$ cat src/hw/rsq_pkg.sv
// Constants, types and helpers shared by the rail sequencer files
package rsq_pkg;

  // ****************************************************************
  // Register map
  // ****************************************************************
  localparam logic [7:0] ADDR_EARLY = 8'h1d;
  localparam logic [7:0] ADDR_LATE = 8'h1e;
  localparam logic [7:0] EARLY_RST = 8'h20;
  localparam logic [1:0] WAIT5_RST = 2'h0;
  localparam logic [1:0] WAIT6_RST = 2'h0;
  localparam int POS_W1 = 6;
  localparam int POS_W2 = 4;
  localparam int POS_W3 = 2;
  localparam int POS_W4 = 0;
  localparam int POS_W5 = 6;
  localparam int POS_W6 = 4;
  localparam int POS_UP = 2;
  localparam int POS_DN = 1;
  localparam int POS_INST = 0;

  // ****************************************************************
  // Slots and timing
  // ****************************************************************
  localparam int unsigned NUM_RAILS = 7;
  localparam logic [3:0] SLOT_NONE = 4'h0;
  localparam logic [3:0] SLOT_FIRST = 4'h1;
  localparam logic [3:0] SLOT_LAST = 4'hf;
  localparam logic [3:0] MS_CODE0 = 4'h1;
  localparam logic [3:0] MS_CODE1 = 4'h2;
  localparam logic [3:0] MS_CODE2 = 4'h5;
  localparam logic [3:0] MS_CODE3 = 4'ha;
  localparam int unsigned MS_UNIT_NS = 1000000;
  localparam int unsigned CLK_PERIOD_NS = 10;
  localparam int unsigned MS_CYCLES = MS_UNIT_NS / CLK_PERIOD_NS;
  localparam int PRESC_W = 24;
  localparam logic SYNC_RST = 1'b1;

  // ****************************************************************
  // Types
  // ****************************************************************
  typedef enum logic [2:0] {
    ST_IDLE,
    ST_UP_SLOT,
    ST_UP_WAIT,
    ST_DN_SLOT,
    ST_DN_WAIT
  } rsq_st_t;

  typedef struct packed {
    logic wr;
    logic rd;
    logic [7:0] addr;
    logic [7:0] wdata;
  } rsq_reg_req_t;

  typedef logic [NUM_RAILS-1:0][3:0] rsq_codes_t;

  typedef struct packed {
    logic [7:0] early;
    logic [1:0] wait5;
    logic [1:0] wait6;
    logic up_trig;
    logic down_trig;
    logic instant;
    logic en_s1;
    logic en_s2;
    logic en_s3;
    rsq_st_t st;
    logic [3:0] slot;
    logic tmr_start;
    logic [3:0] tmr_ms;
    logic busy;
    logic [NUM_RAILS-1:0] rail_en;
    logic [7:0] rdata;
  } rsq_state_t;

  typedef struct packed {
    logic [PRESC_W-1:0] presc;
    logic [3:0] ms_left;
    logic run;
    logic done;
  } rsq_tmr_t;

  function automatic logic [3:0] wait_ms(input logic [1:0] code);
    logic [3:0] ms;
    ms = MS_CODE0;
    unique case (code)
      2'h0: ms = MS_CODE0;
      2'h1: ms = MS_CODE1;
      2'h2: ms = MS_CODE2;
      2'h3: ms = MS_CODE3;
    endcase
    return ms;
  endfunction

endpackage

$ cat src/hw/rsq_sequencer.sv
// Rail sequencer: slot timing, power-up and power-down control
module rsq_sequencer #(
  parameter int unsigned MS_CYCLES = rsq_pkg::MS_CYCLES
) (
  input wire logic core_clk,
  input wire logic nrst,
  input rsq_pkg::rsq_reg_req_t reg_req,
  input wire logic cfg_unlocked,
  output logic [7:0] reg_rdata,
  input wire logic ext_power_enable_pin,
  input rsq_pkg::rsq_codes_t rail_slot_code,
  input wire logic [rsq_pkg::NUM_RAILS-1:0] rail_direct_en,
  output logic [rsq_pkg::NUM_RAILS-1:0] rail_en,
  output logic seq_busy
);

  // ****************************************************************
  // State
  // ****************************************************************
  rsq_pkg::rsq_state_t s;
  rsq_pkg::rsq_state_t nxt;
  logic tmr_done;
  logic early_wr;
  logic late_wr;
  logic pin_fall;
  logic down_req;
  logic [rsq_pkg::NUM_RAILS-1:0] seq_mask;

  function automatic logic [1:0] gap_code(input rsq_pkg::rsq_state_t st,
                                          input logic [3:0] gap);
    logic [1:0] c;
    c = st.wait6;
    unique case (gap)
      4'h1: c = st.early[rsq_pkg::POS_W1 +: 2];
      4'h2: c = st.early[rsq_pkg::POS_W2 +: 2];
      4'h3: c = st.early[rsq_pkg::POS_W3 +: 2];
      4'h4: c = st.early[rsq_pkg::POS_W4 +: 2];
      4'h5: c = st.wait5;
      default: c = st.wait6;
    endcase
    return c;
  endfunction

  // Writes only land while the password logic reports unlocked
  assign early_wr = reg_req.wr && cfg_unlocked &&
                    reg_req.addr == rsq_pkg::ADDR_EARLY;
  assign late_wr = reg_req.wr && cfg_unlocked &&
                   reg_req.addr == rsq_pkg::ADDR_LATE;
  // Read only behind the second synchroniser stage
  assign pin_fall = s.en_s3 && !s.en_s2;
  assign down_req = s.down_trig || pin_fall;

  always_comb begin
    for (int i = 0; i < rsq_pkg::NUM_RAILS; i++) begin
      seq_mask[i] = rail_slot_code[i] != rsq_pkg::SLOT_NONE;
    end
  end

  // ****************************************************************
  // Next state
  // ****************************************************************
  always_comb begin
    logic hit_on;
    logic hit_off;
    logic all_off;
    hit_on = 1'b0;
    hit_off = 1'b0;
    all_off = 1'b0;
    nxt = s;
    nxt.tmr_start = 1'b0;
    nxt.en_s1 = ext_power_enable_pin;
    nxt.en_s2 = s.en_s1;
    nxt.en_s3 = s.en_s2;

    // Triggers clear the cycle after they are seen; a new write wins
    nxt.up_trig = 1'b0;
    nxt.down_trig = 1'b0;
    if (early_wr) begin
      nxt.early = reg_req.wdata;
    end
    if (late_wr) begin
      nxt.wait5 = reg_req.wdata[rsq_pkg::POS_W5 +: 2];
      nxt.wait6 = reg_req.wdata[rsq_pkg::POS_W6 +: 2];
      nxt.up_trig = reg_req.wdata[rsq_pkg::POS_UP];
      nxt.down_trig = reg_req.wdata[rsq_pkg::POS_DN];
      nxt.instant = reg_req.wdata[rsq_pkg::POS_INST];
    end

    // Power-down preempts idle and power-up, not a running power-down; power-up only starts from idle
    if (down_req && s.st != rsq_pkg::ST_DN_SLOT &&
        s.st != rsq_pkg::ST_DN_WAIT) begin
      if (s.instant) begin
        all_off = 1'b1;
        nxt.st = rsq_pkg::ST_IDLE;
      end else begin
        nxt.slot = rsq_pkg::SLOT_LAST;
        nxt.st = rsq_pkg::ST_DN_SLOT;
      end
    end else begin
      unique case (s.st)
        rsq_pkg::ST_IDLE: begin
          if (s.up_trig) begin
            nxt.slot = rsq_pkg::SLOT_FIRST;
            nxt.st = rsq_pkg::ST_UP_SLOT;
          end
        end
        rsq_pkg::ST_UP_SLOT: begin
          hit_on = 1'b1;
          if (s.slot == rsq_pkg::SLOT_LAST) begin
            nxt.st = rsq_pkg::ST_IDLE;
          end else begin
            nxt.tmr_ms = rsq_pkg::wait_ms(gap_code(s, s.slot));
            nxt.tmr_start = 1'b1;
            nxt.st = rsq_pkg::ST_UP_WAIT;
          end
        end
        rsq_pkg::ST_UP_WAIT: begin
          // Ignore a pulse that belongs to a wait just restarted
          if (tmr_done && !s.tmr_start) begin
            nxt.slot = s.slot + 4'h1;
            nxt.st = rsq_pkg::ST_UP_SLOT;
          end
        end
        rsq_pkg::ST_DN_SLOT: begin
          hit_off = 1'b1;
          if (s.slot == rsq_pkg::SLOT_FIRST) begin
            nxt.st = rsq_pkg::ST_IDLE;
          end else begin
            nxt.tmr_ms =
              rsq_pkg::wait_ms(gap_code(s, s.slot - 4'h1));
            nxt.tmr_start = 1'b1;
            nxt.st = rsq_pkg::ST_DN_WAIT;
          end
        end
        rsq_pkg::ST_DN_WAIT: begin
          if (tmr_done && !s.tmr_start) begin
            nxt.slot = s.slot - 4'h1;
            nxt.st = rsq_pkg::ST_DN_SLOT;
          end
        end
      endcase
    end
    nxt.busy = nxt.st != rsq_pkg::ST_IDLE;

    for (int i = 0; i < rsq_pkg::NUM_RAILS; i++) begin
      if (!seq_mask[i]) begin
        nxt.rail_en[i] = rail_direct_en[i];
      end else if (all_off) begin
        nxt.rail_en[i] = 1'b0;
      end else if (hit_on && rail_slot_code[i] == s.slot) begin
        nxt.rail_en[i] = 1'b1;
      end else if (hit_off && rail_slot_code[i] == s.slot) begin
        nxt.rail_en[i] = 1'b0;
      end
    end

    // Unmapped addresses read as zero; the unused bit 3 reads zero
    nxt.rdata = s.rdata;
    if (reg_req.rd) begin
      if (reg_req.addr == rsq_pkg::ADDR_EARLY) begin
        nxt.rdata = s.early;
      end else if (reg_req.addr == rsq_pkg::ADDR_LATE) begin
        nxt.rdata = {s.wait5, s.wait6, 1'b0, s.up_trig, s.down_trig,
                     s.instant};
      end else begin
        nxt.rdata = 8'h00;
      end
    end
  end

  // ****************************************************************
  // Registers and timer
  // ****************************************************************
  always_ff @(posedge core_clk or negedge nrst) begin
    if (!nrst) begin
      s <= '0;
      s.early <= rsq_pkg::EARLY_RST;
      s.wait5 <= rsq_pkg::WAIT5_RST;
      s.wait6 <= rsq_pkg::WAIT6_RST;
      s.en_s1 <= rsq_pkg::SYNC_RST;
      s.en_s2 <= rsq_pkg::SYNC_RST;
      s.en_s3 <= rsq_pkg::SYNC_RST;
      s.st <= rsq_pkg::ST_IDLE;
    end else begin
      s <= nxt;
    end
  end

  rsq_slot_timer #(
    .MS_CYCLES(MS_CYCLES)
  ) u_timer (
    .core_clk(core_clk),
    .nrst(nrst),
    .start(s.tmr_start),
    .ms(s.tmr_ms),
    .done(tmr_done)
  );

  assign reg_rdata = s.rdata;
  assign rail_en = s.rail_en;
  assign seq_busy = s.busy;
endmodule

$ cat src/hw/rsq_slot_timer.sv
// Millisecond slot timer: counts a number of 1 ms periods, then pulses
module rsq_slot_timer #(
  parameter int unsigned MS_CYCLES = rsq_pkg::MS_CYCLES
) (
  input wire logic core_clk,
  input wire logic nrst,
  input wire logic start,
  input wire logic [3:0] ms,
  output logic done
);

  localparam logic [rsq_pkg::PRESC_W-1:0] RELOAD =
    rsq_pkg::PRESC_W'(MS_CYCLES - 1);

  rsq_pkg::rsq_tmr_t t_r;
  rsq_pkg::rsq_tmr_t t_nxt;

  // A new start reloads the count; an aborted wait not restarted still pulses, and a due pulse shows while start is high
  always_comb begin
    t_nxt = t_r;
    t_nxt.done = 1'b0;
    if (start) begin
      t_nxt.run = 1'b1;
      t_nxt.ms_left = ms;
      t_nxt.presc = RELOAD;
    end else if (t_r.run) begin
      if (t_r.presc == '0) begin
        if (t_r.ms_left <= 4'h1) begin
          t_nxt.run = 1'b0;
          t_nxt.done = 1'b1;
        end else begin
          t_nxt.ms_left = t_r.ms_left - 4'h1;
          t_nxt.presc = RELOAD;
        end
      end else begin
        t_nxt.presc = t_r.presc - 1'b1;
      end
    end
  end

  always_ff @(posedge core_clk or negedge nrst) begin
    if (!nrst) begin
      t_r <= '0;
    end else begin
      t_r <= t_nxt;
    end
  end

  assign done = t_r.done;

endmodule
$ cat config.mk
export PLATFORM = sky130hd
export DESIGN_NAME = rsq_sequencer
export DESIGN_NICKNAME = d
export VERILOG_FILES = /design/src/hw/rsq_pkg.sv /design/src/hw/rsq_sequencer.sv /design/src/hw/rsq_slot_timer.sv
export SDC_FILE = /design/constraint.sdc
export NUM_CORES = 1
export LEC_CHECK = 0
export ABC_CLOCK_PERIOD_IN_PS = 4400
export BUFFER_PORTS_ARGS = -buffer_cell sky130_fd_sc_hd__clkbuf_2
export CAP_MARGIN = 20
export CORE_MARGIN = 2
export CORE_UTILIZATION = 40
export DETAILED_ROUTE_END_ITERATION = 12
export PLACE_DENSITY_LB_ADDON = 0.25
export SETUP_SLACK_MARGIN = 0.3
export SLEW_MARGIN = 20
export SYNTH_ARGS = -nofsm -noshare
export SYNTH_HDL_FRONTEND = slang
export SYNTH_SLANG_ARGS = --single-unit
$ cat constraint.sdc
create_clock -name core_clk -period 4.4 [get_ports core_clk]
set_input_delay 0.44 -clock core_clk [delete_from_list [all_inputs] [get_ports core_clk]]
set_output_delay 0.44 -clock core_clk [all_outputs]
set_load 0.05 [all_outputs]
Word-level counts from Yosys, hierarchy flattened
Cells that the tools add are included.

word-level totals
  word-level logic and storage cells = 191
  bits of input ports = 57
  output and inout bits = 16
  register bits after elaboration = 76

cells by class
  $add $sub $neg = 4
  $lt $le $gt $ge = 1
  multiplexer cells = 68
  equal/unequal tests = 47
  reduce and logical (&&, ||, !) cells = 44
  bitwise operators = 1

operators with widths
  cell                   number
  $mux 1                 35
  $pmux 4 s4             2
  $reduce_bool 4->1      8
  $mux 30                1
  $mux 29                1
  $eq 4x4->1             7
  $mux 28                1
  $mux 7                 4
  $ne 4x1->1 const B     7
  $logic_not 24->1       1
  $mux 24                1
  $sub 24x1->24 const B  1
  $logic_and 1x1->1      21
  $pmux 2 s5             2
  $mux 2                 9
  $eq 4x2->1 const B     4
  $eq 4x3->1 const B     4
  $eq 8x5->1 const B     2
  $mux 8                 2
  $mux 5                 3
  $ne 3x3->1 const B     5
  $pmux 3 s5             1
  $pmux 4 s3             1
  $pmux 5 s2             1
  26 further kinds       41

Logic depth before layout (Yosys ltp)
  depth after elaboration = 11
  gate-level depth with buffers = 10
  mapped depth without buffers = 8

Hierarchy
A second synthesis with hierarchy kept.

unflattened totals
  cell total of the unflattened synthesis = 544
  area total of the unflattened synthesis = 5,099.9 sq um

by module, submodules not included
  module          area an instance (sq um)  cells each  instances  seq. area each (sq um)
  rsq_sequencer   3,081.7                   332         1          1,156.1
  rsq_slot_timer  2,018.2                   212         1          750.7

Worst setup path after synthesis
Ideal clock, no wire load.

  path type = register to register
  start = register u_timer.t_r[6] (netlist name)
  end = register u_timer.t_r[21] (netlist name)
  path buffers = 1
  setup time = 0.135 ns
  data required time = 4.265 ns
  slack = 1.748 ns
  stages on the path, launching flop included = 10
  data arrival time = 2.517 ns
  clock period less this slack = 2.652 ns
  cells stage by stage = dfrtp_1 > inv_1 > ha_1 > or4b_1 > or4_1 > o41a_1 > buf_6 > o2111ai_1 > xor2_1 > nand2_1

on the way
  word-level cells in the longest chain between the ends = 4
  elaborated cells between the ends (all ways) = 7
  classes of those cells = 1 x add/sub; 1 x eq/ne; 3 x mux; 2 x reduce/logical

ends and longest elaborated chain
  element                                                   RTL line                                    RTL
  start, declared                                           rsq_slot_timer.sv:15                        rsq_pkg::rsq_tmr_t t_r;
  start signal, assigned                                    rsq_slot_timer.sv:45                        t_r <= t_nxt;
  $sub 24x1->24 / $logic_not 24->1 (equally long branches)  rsq_slot_timer.sv:36, rsq_slot_timer.sv:27
  $mux 24                                                   rsq_slot_timer.sv:27                        if (t_r.presc == '0) begin
  $mux 30                                                   rsq_slot_timer.sv:26                        end else if (t_r.run) begin
  $mux 29                                                   rsq_slot_timer.sv:22                        if (start) begin

Several ways; a longest one is shown, not always the timed one. The select of a mux whose other input is x is not followed.
A chain may end at the register's enable or synchronous reset.

Worst setup path after layout
  start = register u_timer.t_r[6] (netlist name)
  end = register u_timer.t_r[19] (netlist name)

Same word-level chain as after synthesis.

==> flow_metrics.tcl <==
set metrics [dict create \
    synth_edf_count 0 \
    worstMarginPinSlew_ns 1.066 \
    total_power_mw 2.451 \
    netlist.area_leader.share 0.3838 \
    ir_drop_mv 0.2636 \
    start_util 0.4111 \
    crit_required_ns 4.62 \
    grt_usage 0.1829 \
    num_rows 39 \
    clock_tree.buffer_depth 2 \
    cts_buffers 9 \
    synth.most_common_cell "dfrtp_1" \
    power_switching_mw 0.9392 \
    yosys_register_bits 76 \
    drtIter0Drc 321 \
    path_class "reg -> reg" \
    power_per_cell_area_mw_per_mm2 460.1 \
    ys_warn_count 0 \
    cts-resized-gates 0 \
    synth_top_area_cell "dfrtp_1" \
    skew_ns 0.006926 \
    yosys.cell_types.count 59 \
    grt_remaining_overflow 0 \
    grt_max_degree 77 \
    place_inst 679 \
    netlist_area_mm2 0.004695 \
    via_count 3928 \
    critPathMaxFanout 25 \
    synth_ff_type "dfrtp_1" \
    arrival_ns 3.38 \
    cts_sinks 76 \
    wl_per_cell_um 15.67 \
    final_nets 615 \
    final_cell_count_no_fill 695 \
    grt_pass1_wl_mm 18.85 \
    antenna_found_initial 0 \
    gp_congestion 0.8371 \
    rsz0062_at_grt "false" \
    hold_viol_final 0 \
    drive_gt1_frac 0.2192 \
    drv_cap 0 \
    cts_root_buf "clkbuf_16" \
    holdPathStages 1 \
    r2r_cells 8 \
    fillCellCount 1121 \
    synth_seq_area_share 0.4062 \
    cts_hold_buf 0 \
    setup_tns_ns 0 \
    maxSlewHeadroom 0.2892 \
    finalSetupViolCount 0 \
    cts_tree "yes" \
    avgSynthCellArea_um2 9.352 \
    syn_inst 502 \
    port_buffers 72 \
    pwr-share-seq 0.416 \
    synth_fp_nets 570 \
    via_per_inst 5.652 \
    drt-total-wl_mm 10.89 \
    ant_nets 0 \
    cell_internal_pwr_mw 1.511 \
    hold_path_class "in -> reg" \
    p_leak_nw 2.209 \
    boundaryPins 73 \
    clkPwrFrac 0.296 \
    h-tree-depth 3 \
    core_mm2 0.01142 \
    async_flop_share 1.000 \
    dr.pass1.iters 5 \
    status "completed" \
    period_needed_ns 3.159 \
    remaining_drc_errors 0 \
    die_w_um 112.3 \
    die_h_um 112.3 \
    switching_share 0.3833 \
    synthTopCellsByCount "dfrtp_1, nor2_1, nand2_1" \
    crit_path_end_kind "register" \
    cts_post_setup_buffers_inserted 0 \
    place_hpwl_mm 7.561 \
    clock_latency_ns 0.35 \
    clock.fmax_mhz 316.5 \
    comb_power_share 0.288 \
    dieArea_mm2 0.01262 \
    antenna_cells 0 \
    finalCritPeriodShare 0.7180 \
    path_clk_slew_ns 0.06 \
    synthTopCellsByArea "dfrtp_1, xnor2_1, mux2_2" \
    slew_viol_final 0 \
    grt_pass1_vias 3963 \
    area_delta_synth_final_pct 13.46 \
    worstSetupStartpointType "register" \
]
flip-flops by register name (all words and copies together) (netlist names):
register	flops
u_timer.t_r	29
s	28
reg_rdata	8
rail_en	7
nxt	2
seq_busy	1
u_timer.done	1
power by group through the flow:
stage | Sequential, mW | Combinational (mW) | Clock [mW]
after floorplan | 0.952 | 0.620 | 0
after global placement | 1.02 | 0.689 | 0
after detailed placement | 1.03 | 0.709 | 0
after CTS | 1.02 | 0.711 | 0.748
after global routing | 1.05 | 0.793 | 0.776
final | 1.02 | 0.707 | 0.726
layout by cell type (no fill, tap or decap), drive strengths merged, types with 3 or more instances in the layout:
| cell type | count |
|---|---|
| nor4 | 13 |
| a22oi | 10 |
| and2 | 5 |
| o2111ai | 7 |
| or3 | 3 |
| nand2b | 6 |
| dfrtp | 72 |
| clkbuf | 81 |
| mux2 | 17 |
| nor3 | 24 |
| nand4 | 10 |
| mux2i | 5 |
| inv | 18 |
| xor2 | 20 |
| nor2 | 48 |
| dfstp | 4 |
| nand3 | 7 |
| or4 | 6 |
| a21oi | 19 |
| nor3b | 6 |
| nand2 | 33 |
| a22o | 3 |
| a2bb2oi | 3 |
| o311ai | 3 |
| xnor2 | 32 |
| nor2b | 4 |
| o211ai | 10 |
| buf | 3 |
| o21ai | 30 |
| o22a | 8 |
| ha | 11 |
| a222oi | 3 |
layout make-up:
class / count / area (um2) / share of cell area
well taps: 143 / 178.9 / 0.03359
inverters: 14 / 52.55 / 0.009866
flip-flops and latches: 76 / 1908 / 0.3582
clock inverters: 6 / 52.55 / 0.009866
repair buffers: 74 / 377.9 / 0.07094
multi-input cells: 372 / 2517 / 0.4726
clock buffers: 10 / 239.0 / 0.04487
worst max-delay path, stage by stage (launching register included):
cell and delay (ns):
dfrtp_1 0.42, inv_1 0.11, ha_1 0.15, or4b_1 0.47, or4_1 0.49, o41a_1 0.72, o2111ai_1 0.39, xor2_1 0.21
nor2_1 0.06
per-layer routing:
metal | track usage | wire length, um | part of all wire
met1 | 0.2241 | 4740 | 0.44
met3 | 0.04536 | 358 | 0.033
met5 | 0 | 0 | 0
met4 | 0.06341 | 154 | 0.014
met2 | 0.3149 | 5636 | 0.52
cells by family (layout without fill, tap and decap cells):
group | after synthesis | in the layout | synth area share
and+or+nand+nor | 174 | 174 | 0.1892
muxes | 22 | 22 | 0.05144
DFF | 76 | 76 | 0.4062
xor gates and xnor gates | 52 | 52 | 0.09702
buffers and inverters | 54 | 104 | 0.05757
AOI/OAI and AO/OA | 113 | 113 | 0.1692
adders and majority gates | 11 | 11 | 0.02932
worst paths after layout:
kind / startpoint / endpoint / slack [ns]
min in group asynchronous: nrst / u_timer.t_r[11] / 0.24
worst min register to register: nxt[29] / nxt[28] / 0.35
worst max register to register: u_timer.t_r[6] / u_timer.t_r[19] / 1.24
max in group asynchronous: nrst / s[20] / 3.49
worst max-delay path: u_timer.t_r[6] / u_timer.t_r[19] / 1.24
worst min-delay path: ext_power_enable_pin / nxt[29] / 0.19
per-stage QoR:
stage | setup WS [ns] | hold WS, ns | util | instance area [um2]
detailed placement | 1.279 | 0.3476 | 0.4408 | 5034
finish | 1.241 | 0.1879 | 0.4665 | 5326
floorplan | 1.748 | 0.1444 | - | 4695
CTS | 1.264 | 0.1728 | 0.4664 | 5325
global route | 1.113 | 0.1834 | 0.4665 | 5326
global placement | 1.408 | 0.3493 | 0.4408 | 5034
No activity file was read; power rests on OpenSTA's default activity.
